==> src/common/sas_pkg.sv <==
// constants and types for the converter sequencer
// Behaviour
// RULE1: one of 16 analog sources is routed, chosen by the 4-bit channel field.
// RULE2: each conversion is eight compare steps, msb first, one bit each.
// RULE3: a finished approximation is copied to the result slot the position picks.
// RULE4: options bit 7 powers the converter and charge pump; zero disables both.
// RULE5: software waits up to 100 us bias settling after power-up.
// RULE6: four readable 8-bit result registers, numbered one to four.
// RULE7: result updates never collide with processor reads of results.
// RULE8: clock select bit: zero uses system clock, one uses the rc oscillator.
// RULE9: software picks the rc oscillator when the system clock is below 750 kHz.
// RULE10: conversions run in groups of four, once or continuously.
// RULE11: done flag sets once the fourth conversion of a group is stored.
// RULE12: a group starts one cycle after any control/status write.
// RULE13: low reference gives 00, high gives ff, above full scale saturates silently.
// RULE14: codes 0-7 ports, 12-14 references; multi mode low bits pick the slot.
// RULE15: single one-pass converts one channel four times into slots one to four.
// RULE16: single continuous keeps converting, wrapping the slot position.
// RULE17: sample switch closes only in a 12-cycle window at conversion start.
// RULE18: software avoids digital reads of analog pins during sampling.
// RULE19: write-once option bits: one write in first 64 cycles, any time special.
// RULE20: stop exit waits about 4000 cycles with delay bit set, else four.
// RULE21: control/status selects once/continuous, single/multi, and reports status.
// RULE22: every control/status write clears done and restarts, abandoning the group.
// RULE23: multi clear converts one channel; set gives one channel per slot.
// RULE24: in multi mode only the upper two select bits pick the group.
// RULE25: control/status bit 7 is read-only done, bit 6 reads zero.
// RULE26: a 2-bit position counter picks the slot, zeroed at start, wrapping.
// RULE27: continuous mode keeps done set until a control/status write.
package sas_pkg;
   // register byte addresses
   localparam logic [7:0] CTRL_OFS   = 8'h00;
   localparam logic [7:0] RES1_OFS   = 8'h04;
   localparam logic [7:0] RES4_OFS   = 8'h10;
   localparam logic [7:0] OPT_OFS    = 8'h14;
   // control/status fields
   localparam int         DONE_BIT   = 7;
   localparam int         CONT_BIT   = 5;
   localparam int         MULTI_BIT  = 4;
   localparam logic [7:0] CTRL_WMASK = 8'h3f;
   localparam logic [7:0] CTRL_RST   = 8'h00;
   // options fields
   localparam int         PWR_BIT    = 7;
   localparam int         CONV_CLOCK_SELECT_BIT   = 6;
   localparam int         DLY_BIT    = 4;
   localparam logic [7:0] OPT_ONCE   = 8'h33;
   localparam logic [7:0] OPT_FREE   = 8'hc8;
   localparam logic [7:0] OPT_RST    = 8'h00;
   // timing
   localparam int         CLK_KHZ    = 25000;
   localparam int         BIAS_US    = 100;
   localparam int         BIAS_CYC   = BIAS_US * CLK_KHZ / 1000;
   localparam logic [3:0] SAMPLE_CYC = 4'hc;
   localparam logic [3:0] STEP_CYC   = 4'h3;
   localparam logic [6:0] ONCE_CYC   = 7'h40;
   localparam logic [11:0] STOP_LONG = 12'hfa0;
   localparam logic [11:0] STOP_SHORT = 12'h004;

   typedef enum logic [1:0] {SAS_IDLE, SAS_SAMPLE, SAS_STEP, SAS_STORE} sas_state_t;

   typedef struct packed {
      logic [15:0] source;
      logic        sample;
      logic [7:0]  trial;
      logic        pump;
      logic        clk_sel;
   } sas_afe_t;
endpackage

==> src/core/sas_core.sv <==
// converter sequencer with apb registers
//
// Added by the designer: the address map and the APB slave port.
`timescale 1ns/100ps
module sas_core (
   input  wire logic          clk,
   input  wire logic          rst_n,
   input  wire logic          ce,
   input  wire logic          psel,
   input  wire logic          penable,
   input  wire logic          pwrite,
   input  wire logic [7:0]    paddr,
   input  wire logic [31:0]   pwdata,
   output logic [31:0]        prdata,
   output logic               pready,
   output logic               pslverr,
   input  wire logic          comp_in,
   input  wire logic          rc_tick,
   input  wire logic          stop_in,
   input  wire logic          special_mode,
   output sas_pkg::sas_afe_t  afe,
   output logic               resume_ready
);
   // ------------------------------------------------------------
   // input synchronisers
   // ------------------------------------------------------------
   logic [1:0] comp_s_q, rc_s_q, stop_s_q, spec_s_q;
   logic       rc_old_q;
   always_ff @(posedge clk) begin
      if (!rst_n) begin
         comp_s_q <= 2'h0;
         rc_s_q   <= 2'h0;
         stop_s_q <= 2'h0;
         spec_s_q <= 2'h0;
         rc_old_q <= 1'b0;
      end else if (ce) begin
         comp_s_q <= {comp_s_q[0], comp_in};
         rc_s_q   <= {rc_s_q[0], rc_tick};
         stop_s_q <= {stop_s_q[0], stop_in};
         spec_s_q <= {spec_s_q[0], special_mode};
         rc_old_q <= rc_s_q[1];
      end
   end

   // ------------------------------------------------------------
   // apb slave
   // ------------------------------------------------------------
   logic [7:0]  ctrl_q, opt_q;
   logic [7:0]  res_q [4];
   logic        done_q, once_used_q, pready_q, pslverr_q;
   logic [6:0]  age_q;
   logic [31:0] prdata_q;
   logic        acc, wr, rd, ctrl_wr, opt_wr, once_ok, mapped;
   logic [7:0]  rd_val;

   assign acc     = psel & penable & pready_q;
   assign wr      = acc & pwrite;
   assign rd      = psel & penable & !pwrite;
   assign ctrl_wr = wr & (paddr == sas_pkg::CTRL_OFS);
   assign opt_wr  = wr & (paddr == sas_pkg::OPT_OFS);
   assign once_ok = spec_s_q[1] | (!once_used_q & (age_q < sas_pkg::ONCE_CYC)); // RULE19
   assign mapped  = (paddr[1:0] == 2'h0) & (paddr <= sas_pkg::OPT_OFS);

   always_comb begin
      rd_val = 8'h00;
      if (paddr == sas_pkg::CTRL_OFS)
         rd_val = {done_q, 1'b0, ctrl_q[5:0]}; // RULE25 RULE21
      else if (paddr == sas_pkg::OPT_OFS)
         rd_val = {opt_q[7:3], 1'b0, opt_q[1:0]};
      else if (paddr >= sas_pkg::RES1_OFS && paddr <= sas_pkg::RES4_OFS)
         rd_val = res_q[2'(paddr[4:2] - 3'h1)]; // RULE6
   end

   always_ff @(posedge clk) begin
      if (!rst_n) begin
         pready_q  <= 1'b0;
         pslverr_q <= 1'b0;
         prdata_q  <= 32'h0;
      end else if (ce) begin
         pready_q  <= psel & penable & !pready_q;
         pslverr_q <= psel & penable & !pready_q & !mapped;
         if (psel & penable & !pready_q)
            prdata_q <= {24'h0, rd_val};
      end
   end

   always_ff @(posedge clk) begin
      if (!rst_n) begin
         ctrl_q <= sas_pkg::CTRL_RST;
      end else if (ce && ctrl_wr) begin
         ctrl_q <= pwdata[7:0] & sas_pkg::CTRL_WMASK;
      end
   end

   always_ff @(posedge clk) begin
      if (!rst_n) begin
         opt_q       <= sas_pkg::OPT_RST;
         once_used_q <= 1'b0;
         age_q       <= 7'h0;
      end else if (ce) begin
         if (age_q < sas_pkg::ONCE_CYC)
            age_q <= age_q + 7'h1;
         if (opt_wr) begin
            opt_q <= (pwdata[7:0] & sas_pkg::OPT_FREE)
                   | ((once_ok ? pwdata[7:0] : opt_q) & sas_pkg::OPT_ONCE); // RULE19
            if (once_ok)
               once_used_q <= 1'b1;
         end
      end
   end

   // ------------------------------------------------------------
   // stop exit delay
   // ------------------------------------------------------------
   logic [11:0] exit_q;
   logic        stopped_q, suspend;
   // stopped_q bridges the cycle before the exit count loads
   assign suspend = stop_s_q[1] | stopped_q | (exit_q != 12'h0); // RULE20
   always_ff @(posedge clk) begin
      if (!rst_n) begin
         exit_q    <= 12'h0;
         stopped_q <= 1'b0;
      end else if (ce) begin
         stopped_q <= stop_s_q[1];
         if (stopped_q & !stop_s_q[1])
            exit_q <= opt_q[sas_pkg::DLY_BIT] ? sas_pkg::STOP_LONG : sas_pkg::STOP_SHORT; // RULE20
         else if (exit_q != 12'h0)
            exit_q <= exit_q - 12'h1;
      end
   end

   // ------------------------------------------------------------
   // conversion sequencer
   // ------------------------------------------------------------
   sas_pkg::sas_state_t state_q;
   logic [3:0] cyc_q, chan;
   logic [2:0] bit_q;
   logic [1:0] pos_q;
   logic [7:0] sar_q;
   logic       pwr, tick, rd_hit, last;

   assign pwr    = opt_q[sas_pkg::PWR_BIT]; // RULE4
   assign tick   = opt_q[sas_pkg::CONV_CLOCK_SELECT_BIT] ? (rc_s_q[1] & !rc_old_q) : 1'b1; // RULE8
   assign chan   = ctrl_q[sas_pkg::MULTI_BIT] ? {ctrl_q[3:2], pos_q} : ctrl_q[3:0]; // RULE23 RULE24 RULE14
   assign rd_hit = rd & (paddr >= sas_pkg::RES1_OFS) & (paddr <= sas_pkg::RES4_OFS);
   assign last   = (pos_q == 2'h3);

   always_ff @(posedge clk) begin
      if (!rst_n) begin
         state_q <= sas_pkg::SAS_IDLE;
         cyc_q   <= 4'h0;
         bit_q   <= 3'h7;
         pos_q   <= 2'h0;
         sar_q   <= 8'h00;
      end else if (ce) begin
         if (ctrl_wr) begin
            state_q <= sas_pkg::SAS_SAMPLE; // RULE12 RULE22
            cyc_q   <= 4'h0;
            bit_q   <= 3'h7;
            pos_q   <= 2'h0; // RULE26
            sar_q   <= 8'h00;
         end else if (!pwr) begin
            state_q <= sas_pkg::SAS_IDLE;
         end else if (suspend) begin
            if (state_q != sas_pkg::SAS_IDLE) begin
               state_q <= sas_pkg::SAS_SAMPLE; // resample current channel
               cyc_q   <= 4'h0;
               bit_q   <= 3'h7;
               sar_q   <= 8'h00;
            end
         end else if (tick) begin
            unique case (state_q)
               sas_pkg::SAS_IDLE: begin
               end
               sas_pkg::SAS_SAMPLE: begin
                  if (cyc_q == sas_pkg::SAMPLE_CYC - 4'h1) begin // RULE17
                     state_q <= sas_pkg::SAS_STEP;
                     cyc_q   <= 4'h0;
                     sar_q   <= 8'h80; // RULE2
                  end else begin
                     cyc_q <= cyc_q + 4'h1;
                  end
               end
               sas_pkg::SAS_STEP: begin
                  if (cyc_q == sas_pkg::STEP_CYC) begin
                     cyc_q <= 4'h0;
                     // comparator high keeps the trial bit; saturates at ff
                     sar_q[bit_q] <= comp_s_q[1]; // RULE2 RULE13
                     if (bit_q == 3'h0)
                        state_q <= sas_pkg::SAS_STORE;
                     else begin
                        bit_q <= bit_q - 3'h1;
                        sar_q[3'(bit_q - 3'h1)] <= 1'b1;
                     end
                  end else begin
                     cyc_q <= cyc_q + 4'h1;
                  end
               end
               sas_pkg::SAS_STORE: begin
                  if (!rd_hit) begin // RULE7
                     pos_q <= pos_q + 2'h1; // RULE26 RULE16
                     bit_q <= 3'h7;
                     sar_q <= 8'h00;
                     cyc_q <= 4'h0;
                     if (last & !ctrl_q[sas_pkg::CONT_BIT])
                        state_q <= sas_pkg::SAS_IDLE; // RULE15 RULE10
                     else
                        state_q <= sas_pkg::SAS_SAMPLE; // RULE10
                  end
               end
            endcase
         end
      end
   end

   logic store;
   assign store = ce & pwr & !suspend & !ctrl_wr & tick & !rd_hit
                & (state_q == sas_pkg::SAS_STORE);

   // ------------------------------------------------------------
   // result slots and done flag
   // ------------------------------------------------------------
   for (genvar i = 0; i < 4; i++) begin : g_res
      always_ff @(posedge clk) begin
         if (!rst_n)
            res_q[i] <= 8'h00;
         else if (store && pos_q == 2'(i))
            res_q[i] <= sar_q; // RULE3
      end
   end

   always_ff @(posedge clk) begin
      if (!rst_n)
         done_q <= 1'b0;
      else if (ce)
         done_q <= (store & last) | (done_q & !ctrl_wr); // RULE11 RULE22 RULE27
   end

   // ------------------------------------------------------------
   // analog front-end drive
   // ------------------------------------------------------------
   sas_pkg::sas_afe_t afe_q;
   logic              resume_q;
   always_ff @(posedge clk) begin
      if (!rst_n) begin
         afe_q    <= '0;
         resume_q <= 1'b0;
      end else if (ce) begin
         afe_q.source  <= 16'h0001 << chan; // RULE1
         afe_q.sample  <= pwr & !suspend & (state_q == sas_pkg::SAS_SAMPLE); // RULE17
         afe_q.trial   <= sar_q;
         afe_q.pump    <= pwr; // RULE4
         afe_q.clk_sel <= opt_q[sas_pkg::CONV_CLOCK_SELECT_BIT]; // RULE8
         resume_q      <= !suspend; // RULE20
      end
   end

   assign afe          = afe_q;
   assign resume_ready = resume_q;
   assign prdata       = prdata_q;
   assign pready       = pready_q;
   assign pslverr      = pslverr_q;
endmodule // sas_core

==> config.mk <==
export PLATFORM = sky130hd
export DESIGN_NAME = sas_core
export DESIGN_NICKNAME = d
export VERILOG_FILES = /design/src/common/sas_pkg.sv /design/src/core/sas_core.sv
export SDC_FILE = /design/constraint.sdc
export NUM_CORES = 1
export LEC_CHECK = 0
export BUFFER_PORTS_ARGS = -buffer_cell sky130_fd_sc_hd__buf_2
export CORE_MARGIN = 10
export CORE_UTILIZATION = 60
export CTS_BUF_LIST = sky130_fd_sc_hd__clkbuf_2
export DETAILED_ROUTE_END_ITERATION = 8
export GPL_TIMING_DRIVEN = 0
export PLACE_DENSITY_LB_ADDON = 0.3
export SLEW_MARGIN = 20
export SYNTH_ARGS = -nofsm -noshare
export SYNTH_HDL_FRONTEND = slang
export SYNTH_SLANG_ARGS = --single-unit
==> constraint.sdc <==
create_clock -name clk -period 5.05 [get_ports clk]
set_input_delay 0.2525 -clock clk [delete_from_list [all_inputs] [get_ports clk]]
set_output_delay 0.2525 -clock clk [all_outputs]
set_load 0.03 [all_outputs]
==> metrics.csv, run 1 <==
stage,metric,value,unit
status,status,"complete, no violations",
min_path,holdCritPathClass,in -> reg,
logic_synthesis,mappedNetlistArea,6630,um2
sta,period_minus_slack,3.02,ns
setup_path,slowest_delay,0.72,ns
setup_path,path_max_fanout,10,
layout,final_area,7700,um2
logic_synthesis,top_flip_flop_cell_by_instance_count_after_synthesis,sky130_fd_sc_hd__dfxtp_1,
route,vias_per_cell,5.91,
floorplan,starting_utilization_of_the_core_area,0.612,
sta,setup_tns,0,ns
logic_synthesis,yosys-top-cells-area,"sky130_fd_sc_hd__dfxtp_1 30%, sky130_fd_sc_hd__edfxtp_1 14%, sky130_fd_sc_hd__nor2_1 6.0%",
power_and_ir_drop,power_per_cell_area,336,nW/um2
sta,grt_setup_unrepaired,false,
route,via_count,5957,
cts,numCtsBuffers,17,
route,drt_first_pass_iters,6,
route,routed_wl,18700,um
logic_synthesis,synth_seq_cells,133,
floorplan,floorplan.core_area,10800,um2
layout,layout-area-overhead-vs-synth,16.1,%
logic_synthesis,synth_largest_area_cell,sky130_fd_sc_hd__dfxtp_1,
sta,worst_pin_slew,0.941,ns
floorplan,rows,38,
floorplan,die_width,125,um
route,drt_first_iter_violations,573,
setup_path,critical_path_required,5.67,ns
setup_path,crit_path_cell_trace,"nor4_1, nand2_1, or4_1, nor3_2, clkbuf_1, and3_1",
cts,worstSkewPairLatency,0.77,ns
cts,number_of_h_tree_branching_levels,4,
setup_path,worst_setup_path_end_kind,flop,
run,drv_cap,0,
sta,final_number_of_hold_violating_endpoints,0,
sta,maxSlewHeadroom,0.364,
sta,timing.final.crit_share,0.599,
power_and_ir_drop,power.leakage,0.00329,uW
cts,root_buffer,sky130_fd_sc_hd__clkbuf_2,
global_routing,antenna_violations_before_repair,0,
placement,place.detailed.hpwl,13600,um
layout,final_core_util,0.710,
sta,worst_setup_skew_after_layout,0.0249,ns
setup_path,setup.worst_path.start_class,flop,
route,drt-wirelength-per-cell,18.6,um
layout,final_net_count,922,
layout,antenna_diode_instance_count,0,
setup_path,cp_data_arrival_time,3.65,ns
route,drt_drc_violations_left,0,
logic_synthesis,synth_top_area_share,0.305,
placement,placed_cells,958,
floorplan,floorplan.io_pins,112,
sta,final_max_slew_viol_count,0,
logic_synthesis,synth_area_per_cell,9.05,um2
global_routing,grt_start_max_net_pins,17,
logic_synthesis,ys_types,65,
floorplan,floorplan.die.height,125,um
global_routing,grt.total_usage,0.232,
layout,final_layout_size_suffix_gt1_frac,0.161,
cts,ctsLongestPathBuffers,2,
floorplan,design.die.area,15700,um2
setup_path,critical_path_class,reg -> reg,
logic_synthesis,ys_async_sr_fraction,0,
cts,post_cts.resized_instances,0,
cts,clkSlewWorstSetupHoldPaths,0.21,ns
setup_path,critical_path.slowest_cell,sky130_fd_sc_hd__or4_1,
global_routing,number_of_global_route_vias_before_repair,5659,
cts,cts.sink_count,133,
logic_synthesis,synth-edff-count,32,
cts,clock_tree_from_tritoncts,yes,
route,final_antenna_net_count,0,
power_and_ir_drop,power.ir.vdd_worst,0.194,mV
layout,fin_cells,1008,
logic_synthesis,yosys_warning_total,0,
logic_synthesis,synth.yosys.seq_area_share,0.450,
global_routing,globalRouteOverflowTotal,0,
sta,achievable-frequency,331,MHz
global_routing,grt_first_pass_wirelength,29600,um
placement,gp_congestion,0.918,
placement,post_dp_cell_area,7200,um2
sta,finalSetupViolations,0,
placement,port_buffers,62,
logic_synthesis,post_synth_inst_count,733,
[metrics by stage]
step	setup slack [ns]	power, uW	hold WS [ns]
after global placement	1.51	1760	0.435
final	2.03	2590	0.0762
after floorplan	2.15	1630	0.396
after detailed placement	1.40	1780	0.443
after global routing	1.86	2710	0.0592
after CTS	2.11	2580	0.0314
[worst max-delay path: cells and delay by family (launching register included)]
kind          cells  cell delay (ns)
buf+inv           1             0.38
simple gates      5             2.08
flops             1             0.41
[registers in the layout, indices dropped and copies added (netlist names)]
signal and count:
afe 27, age_q 7, bit_q 3, comp_s_q 2, ctrl_q 6, cyc_q 4, done_q 1, exit_q 12
once_used_q 1, opt_q 7, pos_q 2, prdata 8, pready 1, pslverr 1, rc_old_q 1, rc_s_q 2
res_q 32, resume_ready 1, sar_q 8, spec_s_q 2, state_q 2, stop_s_q 2, stopped_q 1
[cells in the final DEF, fill, tap and decap left out, types with 5 or more instances in the layout]
| cell type | count |
|---|---|
| sky130_fd_sc_hd__nand2b_1 | 6 |
| sky130_fd_sc_hd__conb_1 | 24 |
| sky130_fd_sc_hd__edfxtp_1 | 32 |
| sky130_fd_sc_hd__mux2i_1 | 34 |
| sky130_fd_sc_hd__o31ai_1 | 14 |
| sky130_fd_sc_hd__mux4_2 | 8 |
| sky130_fd_sc_hd__buf_2 | 65 |
| sky130_fd_sc_hd__buf_4 | 24 |
| sky130_fd_sc_hd__inv_1 | 22 |
| sky130_fd_sc_hd__nor2b_1 | 7 |
| sky130_fd_sc_hd__o211ai_1 | 12 |
| sky130_fd_sc_hd__nand3_1 | 24 |
| sky130_fd_sc_hd__nor2_1 | 106 |
| sky130_fd_sc_hd__a31oi_1 | 10 |
| sky130_fd_sc_hd__bufinv_16 | 5 |
| sky130_fd_sc_hd__dlygate4sd3_1 | 18 |
| sky130_fd_sc_hd__nor4_1 | 6 |
| sky130_fd_sc_hd__o21ai_0 | 26 |
| sky130_fd_sc_hd__nand2_1 | 58 |
| sky130_fd_sc_hd__or3_1 | 6 |
| sky130_fd_sc_hd__clkbuf_1 | 30 |
| sky130_fd_sc_hd__nor3_1 | 13 |
| sky130_fd_sc_hd__ha_1 | 17 |
| sky130_fd_sc_hd__dfxtp_1 | 101 |
| sky130_fd_sc_hd__buf_1 | 5 |
| sky130_fd_sc_hd__and3_1 | 36 |
| sky130_fd_sc_hd__clkbuf_2 | 17 |
| sky130_fd_sc_hd__a21oi_1 | 54 |
| sky130_fd_sc_hd__nor3b_1 | 5 |
[metal layers]
layer,share of wire,vias up,GRT usage
met3,0.090,39,0.0697
li1,-,2837,-
met1,0.43,2802,0.293
met5,0,-,0
met4,0.026,0,0.0955
met2,0.45,279,0.361
[area by class of cell]
cell class              instances  area, um2
multi-input cells             537       3310
clock buffers                  17       85.1
well taps                     140        175
flip-flops and latches        133       2980
inverters                      23       86.3
fillers                       869       3140
repair buffers                 80        490
plain buffers                  63        338
clock inverters                15        228
[cells in the mapped netlist, drive strengths merged, types with 22 or more instances]
cell type	count
a21oi	54
and3	36
buf	33
clkbuf	30
dfxtp	101
edfxtp	32
inv	22
mux2i	34
nand2	58
nand3	24
nor2	106
o21ai	28
[where the power goes]
group | leakage (uW) | internal, uW | switching (uW)
clock network | 0.000173 | 380 | 429
registers | 0.00113 | 1140 | 46.4
logic | 0.00199 | 218 | 375
[path summary, 6_finish.rpt]
kind | from | end | slack, ns | cells after the start
hold reg to reg | prdata[5] | prdata[5] | 0.46 | 2
setup / recovery | exit_q[4] | res_q[0][5] | 2.03 | 6
hold / removal | paddr[5] | pslverr | 0.08 | 5
setup reg to reg | exit_q[4] | res_q[0][5] | 2.03 | 6
[what timing repair did]
action / CTS / global route
buffers inserted: 0 / 0
hold buffers: 18 / 0
hold endpoints to repair: 25 / 0
[cells by family (layout without fill, tap and decap cells)]
family | Yosys count | count (layout) | share of synthesized area
fa+ha+maj | 17 | 17 | 0.0321
compound gates | 148 | 148 | 0.139
xor+xnor | 6 | 6 | 0.00792
buf+inv | 86 | 198 | 0.0639
mux | 44 | 44 | 0.0819
flops | 133 | 133 | 0.450
simple gates | 298 | 298 | 0.225
other cells | 1 | 24 | 0.000565
(Power assumes the default switching activity.)
==> run 2, diff against run 1 <==
--- a/config.mk
+++ b/config.mk
@@ -7,7 +7,7 @@
 export LEC_CHECK = 0
 export BUFFER_PORTS_ARGS = -buffer_cell sky130_fd_sc_hd__buf_2
 export CORE_MARGIN = 10
-export CORE_UTILIZATION = 60
+export CORE_UTILIZATION = 53
 export CTS_BUF_LIST = sky130_fd_sc_hd__clkbuf_2
 export DETAILED_ROUTE_END_ITERATION = 8
 export GPL_TIMING_DRIVEN = 0
==> constraint.sdc (replaced) <==
create_clock -name clk -period 2.4 [get_ports clk]
set_input_delay 0.12 -clock clk [delete_from_list [all_inputs] [get_ports clk]]
set_output_delay 0.12 -clock clk [all_outputs]
set_load 0.03 [all_outputs]
==> metrics.csv, run 2 (synthesized netlist as in run 1, its figures left out) <==
stage,metric,value,unit,change
status,status,"complete, but fails checks",,
status,failed_checks,negative setup slack,,
floorplan,floorplan.die.height,132,um,+5.4%
setup_path,slowest_delay,0.54,ns,-0.18 ns
floorplan,die_width,132,um,+5.4%
floorplan,floorplan.io_pins,112,,unchanged
layout,layout-area-overhead-vs-synth,24.1,%,
floorplan,floorplan.core_area,12100,um2,+12%
layout,final_area,8230,um2,+7.0%
global_routing,grt_start_max_net_pins,17,,unchanged
cts,clkSlewWorstSetupHoldPaths,0.21,ns,about the same
setup_path,path_max_fanout,7,,-3
cts,numCtsBuffers,17,,unchanged
cts,clock_tree_from_tritoncts,yes,,
sta,final_number_of_hold_violating_endpoints,0,,unchanged
cts,ctsLongestPathBuffers,2,,unchanged
power_and_ir_drop,power_per_cell_area,713,nW/um2,+110%
sta,worst_pin_slew,0.872,ns,-0.0696 ns
layout,final_layout_size_suffix_gt1_frac,0.239,,+0.0776
floorplan,rows,40,,+5.3%
power_and_ir_drop,power.leakage,0.00351,uW,+6.8%
placement,gp_congestion,0.958,,+4.4%
layout,final_cell_mix,"103 x sky130_fd_sc_hd__nor2_1, 95 x sky130_fd_sc_hd__dfxtp_1, 63 x sky130_fd_sc_hd__buf_2",,
global_routing,number_of_global_route_vias_before_repair,5980,,+5.7%
route,final_antenna_net_count,0,,unchanged
cts,root_buffer,sky130_fd_sc_hd__clkbuf_2,,
sta,achievable-frequency,394,MHz,+19%
route,drt_first_iter_violations,605,,+5.6%
layout,largest_register_ff_count,32,,unchanged
sta,timing.final.crit_share,1.06,,+0.457
route,drt_first_pass_iters,5,,-1
layout,max_flop_register,res_q,,
global_routing,grt_first_pass_wirelength,30300,um,+2.2%
cts,cts.sink_count,133,,unchanged
setup_path,r2r-end,bit_q[2],,
run,drv_cap,0,,unchanged
min_path,hold_end,ctrl_q[2],,
layout,filler_instances,976,,+12%
setup_path,cp_data_arrival_time,3.15,ns,-0.50 ns
setup_path,setup.worst_path.start_class,flop,,
route,vias_per_cell,5.75,,-2.6%
setup_path,r2r_start,exit_q[4],,
global_routing,antenna_violations_before_repair,1,,+1
sta,period_minus_slack,2.54,ns,-0.489 ns
sta,worst_setup_skew_after_layout,0.0305,ns,+0.00568 ns
sta,maxSlewHeadroom,0.419,,+0.0544
setup_path,rr_worst_depth,8,,+2
cts,number_of_h_tree_branching_levels,4,,unchanged
setup_path,crit_path_cell_trace,"or4_4, buf_8, nor4b_4, o211ai_1, a221oi_2, buf_4, and4_1, o21ai_1",,
placement,port_buffers,62,,unchanged
setup_path,critical_path.slowest_cell,sky130_fd_sc_hd__or4_4,,
sta,final.setup.worst_slack,-0.135,ns,-2.16 ns
setup_path,worst_setup_path_end_kind,flop,,
layout,mostFrequentLayoutCell,sky130_fd_sc_hd__nor2_1,,
global_routing,globalRouteOverflowTotal,0,,unchanged
global_routing,grt.total_usage,0.210,,-0.0212
layout,final_net_count,955,,+3.6%
sta,final_max_slew_viol_count,0,,unchanged
route,drt_drc_violations_left,0,,unchanged
min_path,worstHoldStart,paddr[6],,
route,via_count,6151,,+3.3%
min_path,holdCritPathClass,in -> reg,,
route,drt-wirelength-per-cell,17.8,um,-3.9%
setup_path,critical_path_class,reg -> reg,,
floorplan,design.die.area,17400,um2,+11%
setup_path,reg2reg_setup_slack,-0.14,ns,-2.16 ns
setup_path,critical_path_required,3.01,ns,-2.66 ns
route,routed_wl,19100,um,+1.9%
placement,post_dp_cell_area,7240,um2,+0.56%
power_and_ir_drop,power.ir.vdd_worst,0.350,mV,+81%
sta,grt_setup_unrepaired,true,,
cts,worstSkewPairLatency,0.73,ns,-0.04 ns
floorplan,starting_utilization_of_the_core_area,0.548,,-0.0642
layout,final_core_util,0.680,,-0.0302
sta,finalSetupViolations,40,,+40
min_path,min_path_cells,6,,+1
placement,place.detailed.hpwl,13300,um,-1.9%
==> run 2: changes by cell type in the layout (fill, tap and decap cells not counted), moves of 4 or more <==
cell and delta:
sky130_fd_sc_hd__dfxtp_2 +4, sky130_fd_sc_hd__dfxtp_1 -6, sky130_fd_sc_hd__o31ai_1 -5, sky130_fd_sc_hd__nand2_1 -6
sky130_fd_sc_hd__buf_6 +9, sky130_fd_sc_hd__buf_4 +24, sky130_fd_sc_hd__clkbuf_1 -5, sky130_fd_sc_hd__o31ai_2 +5
sky130_fd_sc_hd__inv_2 +4, sky130_fd_sc_hd__nand2_2 +4
==> run 2: per-layer routing <==
metal	vias up	GRT usage	part of all wire
met4	0	0.0847	0.024
met2	332	0.320	0.44
met3	46	0.0640	0.11
met1	2869	0.272	0.43
met5	-	0	0
li1	2904	-	-
==> run 2: how the worst max path moves through the flow <==
stage | startpoint | end
finish | exit_q[4] | bit_q[2]
global route | exit_q[5] | state_q[1]
CTS | exit_q[0] | bit_q[2]
detailed placement | paddr[2] | res_q[1][3]
global placement | paddr[2] | res_q[3][3]
floorplan | paddr[2] | res_q[3][0]
==> run 2: area by class of cell <==
class,instances,area (um2),area share
timing repair buffer,113,768,0.0933
antenna,1,2.50,0.000304
multi-input combinational,537,3520,0.428
inverter,23,86.3,0.0105
clock inverter,14,185,0.0225
clock buffer,17,85.1,0.0103
buffer,63,378,0.0459
tap,168,210,0.0255
sequential,133,3000,0.364
==> run 2: worst max-delay path, delay by kind of cell (launching register included) <==
kind	cells	cell delay, ns
and+or+nand+nor	3	1.13
AOI/OAI and AO/OA	3	0.59
DFF	1	0.40
buffers and inverters	2	0.33
==> run 2: metrics by stage <==
step | setup TNS (ns) | std cells | worst slack [ns] | hold WS [ns] | power [uW]
after floorplan | -0.746 | 756 | -0.0374 | 0.264 | 3430
after global placement | -42.77 | 986 | -0.580 | 0.360 | 3700
after detailed placement | -47.10 | 986 | -0.644 | 0.371 | 3730
after CTS | -0.426 | 1056 | -0.0796 | 0.0165 | 5550
after global routing | -4.19 | 1069 | -0.182 | 0.0596 | 6110
final | -1.99 | 1069 | -0.135 | 0.0521 | 5870
==> run 2: what timing repair did <==
| item | CTS | global route |
|---|---|---|
| hold buffers | 21 | 0 |
| endpoints found under the setup margin | 82 | 88 |
| cloned | 0 | 2 |
| endpoints found under the hold margin | 34 | 0 |
| setup buffers | 18 | 11 |
| gates resized for setup | 35 | 47 |
| pin swaps | 18 | 14 |
==> run 2: power by group <==
group | internal (uW) | total, uW | switching (uW)
Combinational | 839 | 1800 | 966
Sequential | 2410 | 2520 | 112
Clock | 677 | 1550 | 868
==> run 3, diff against run 2 <==
--- a/config.mk
+++ b/config.mk
@@ -6,9 +6,9 @@
 export NUM_CORES = 1
 export LEC_CHECK = 0
 export BUFFER_PORTS_ARGS = -buffer_cell sky130_fd_sc_hd__buf_2
+export CAP_MARGIN = 20
 export CORE_MARGIN = 10
-export CORE_UTILIZATION = 53
-export CTS_BUF_LIST = sky130_fd_sc_hd__clkbuf_2
+export CORE_UTILIZATION = 51
 export DETAILED_ROUTE_END_ITERATION = 8
 export GPL_TIMING_DRIVEN = 0
 export PLACE_DENSITY_LB_ADDON = 0.3
==> metrics.csv, run 3 (synthesized netlist as in run 1, its figures left out) <==
stage,metric,value,unit,change
sta,period_minus_slack,2.56,ns,+0.0289 ns
sta,worst_hold_slack,0.119,ns,+0.0673 ns
sta,maxSlewHeadroom,0.424,,+0.00483
floorplan,rows,41,,+2.5%
global_routing,antenna_violations_before_repair,0,,-1
layout,layout-area-overhead-vs-synth,28.0,%,
sta,worst_pin_slew,0.865,ns,-0.00725 ns
setup_path,worst_setup_path_end_kind,flop,,
cts,number_of_h_tree_branching_levels,4,,unchanged
route,final_antenna_net_count,0,,unchanged
route,metal_1_wl,8320,um,+1.3%
status,failed_checks,negative setup slack,,
route,met3_wirelength,1980,um,-2.8%
route,routed_wl,19300,um,+1.2%
floorplan,die_width,134,um,+1.6%
setup_path,critical_path_class,reg -> reg,,
route,via_count,6026,,-2.0%
global_routing,grt.total_usage,0.210,,-0.000739
route,drt_first_pass_iters,5,,unchanged
cts,root_buffer,sky130_fd_sc_hd__clkbuf_16,,
global_routing,grt_first_pass_wirelength,30200,um,-0.30%
layout,mostFrequentLayoutCell,sky130_fd_sc_hd__nor2_1,,
route,vias_per_cell,5.70,,-1.0%
setup_path,critical-path-top-cell-by-count,sky130_fd_sc_hd__buf_4,,
cts,ctsLongestPathBuffers,2,,unchanged
sta,worst_setup_skew_after_layout,0.00785,ns,-0.0227 ns
floorplan,floorplan.core_area,12700,um2,+4.6%
floorplan,starting_utilization_of_the_core_area,0.523,,-0.0242
setup_path,critical_path_required,2.68,ns,-0.33 ns
route,drt_first_iter_violations,682,,+13%
setup_path,critical_path.slowest_cell,sky130_fd_sc_hd__or4_4,,
route,dr_wl_met2,8720,um,+4.3%
cts,numCtsBuffers,17,,unchanged
floorplan,design.die.area,18000,um2,+3.3%
run,drv_cap,0,,unchanged
sta,timing.final.crit_share,1.07,,+0.0121
sta,setup_tns,-3.12,ns,-1.13 ns
sta,grt_setup_unrepaired,true,,
route,route.top_layer_used,met4,,
cts,cts.sink_count,133,,unchanged
placement,gp_congestion,0.929,,-3.0%
global_routing,number_of_global_route_vias_before_repair,5769,,-3.5%
setup_path,crit_path_cell_trace,"or4_4, buf_6, nor4b_4, o211ai_1, buf_4, a221oi_2, buf_4, and4_1, o21ai_1",,
setup_path,setup.worst_path.start_class,flop,,
placement,place_ws,-0.629,ns,+0.0147 ns
floorplan,floorplan.die.height,134,um,+1.6%
global_routing,grt_start_max_net_pins,17,,unchanged
status,status,"complete, but fails checks",,
layout,antenna_diode_instance_count,0,,-1
power_and_ir_drop,power_per_cell_area,826,nW/um2,+16%
power_and_ir_drop,power.leakage,0.00359,uW,+2.2%
cts,clkSlewWorstSetupHoldPaths,0.06,ns,-0.15 ns
setup_path,path_max_fanout,6,,-1
layout,largest_register_ff_count,32,,unchanged
route,drt-wirelength-per-cell,18.2,um,+2.3%
min_path,holdCritPathClass,in -> reg,,
cts,worstSkewPairLatency,0.44,ns,-0.29 ns
floorplan,floorplan.io_pins,112,,unchanged
placement,place.detailed.hpwl,13500,um,+1.2%
sta,finalSetupViolations,46,,+15%
layout,final_layout_size_suffix_gt1_frac,0.234,,-0.00525
layout,final_net_count,940,,-1.6%
sta,final_max_slew_viol_count,0,,unchanged
sta,achievable-frequency,390,MHz,-1.1%
sta,final_number_of_hold_violating_endpoints,0,,unchanged
sta,final.setup.worst_slack,-0.164,ns,-0.0289 ns
layout,final_cell_mix,"104 x sky130_fd_sc_hd__nor2_1, 95 x sky130_fd_sc_hd__dfxtp_1, 63 x sky130_fd_sc_hd__buf_2",,
layout,max_flop_register,res_q,,
placement,port_buffers,62,,unchanged
power_and_ir_drop,power.ir.vdd_worst,0.557,mV,+59%
global_routing,globalRouteOverflowTotal,0,,unchanged
setup_path,slowest_delay,0.53,ns,about the same
layout,fin_cells,1058,,-1.0%
cts,clock_tree_from_tritoncts,yes,,
setup_path,cp_data_arrival_time,2.84,ns,-0.31 ns
placement,placed_cells,990,,+0.41%
layout,final_core_util,0.670,,-0.0101
layout,filler_instances,1013,,+3.8%
route,drt_drc_violations_left,0,,unchanged
[run 3: per-layer routing]
metal / vias to the layer above / global-route usage
li1: 2869 / -
met1: 2852 / 0.271
met2: 284 / 0.324
met3: 21 / 0.0627
met4: 0 / 0.0774
met5: - / 0
[run 3: power breakdown]
part / internal, uW / switching [uW] / total [uW]
registers: 2410 / 104 / 2510
logic: 703 / 920 / 1620
clock network: 1880 / 993 / 2870
total: 4990 / 2020 / 7010
[run 3: what timing repair did]
action | CTS | global route
gates resized for setup | 39 | 28
cloned | 0 | 1
endpoints found under the setup margin | 82 | 87
buffers inserted | 17 | 6
hold buffers | 12 | 0
pin swaps | 16 | 8
hold endpoints to repair | 17 | 0
[run 3: through the flow]
| step | total power (uW) | instance area (um2) |
|---|---|---|
| 2_1_floorplan | 3430 | 6720 |
| 3_3_place_gp | 3710 | 7250 |
| 3_5_place_dp | 3740 | 7250 |
| 4_1_cts | 6850 | 8310 |
| 5_1_grt | 7240 | 8490 |
| 6_report | 7010 | 8490 |
[run 3: final cells by class]
type	instances	area, um2	area share
Buffer	63	372	0.0438
Clock buffer	23	532	0.0627
Inverter	23	86.3	0.0102
Clock inverter	9	134	0.0158
Timing Repair Buffer	98	632	0.0745
Tap cell	172	215	0.0254
Multi-Input combinational cell	537	3520	0.415
Sequential cell	133	2990	0.353
[run 3: path summary, 6_finish.rpt]
path / startpoint / endpoint / slack, ns / cells past startpoint
max: exit_q[4] / bit_q[2] / -0.16 / 9
min reg2reg: prdata[0] / prdata[0] / 0.46 / 2
min: rst_n / cyc_q[3] / 0.12 / 3
max reg2reg: exit_q[4] / bit_q[2] / -0.16 / 9
[run 3: worst max-delay path, delay by kind of cell (launching register included)]
kind | cells | cell delay (ns)
AOI/OAI and AO/OA | 3 | 0.45
buffers and inverters | 3 | 0.52
DFF | 1 | 0.36
and+or+nand+nor | 3 | 1.08
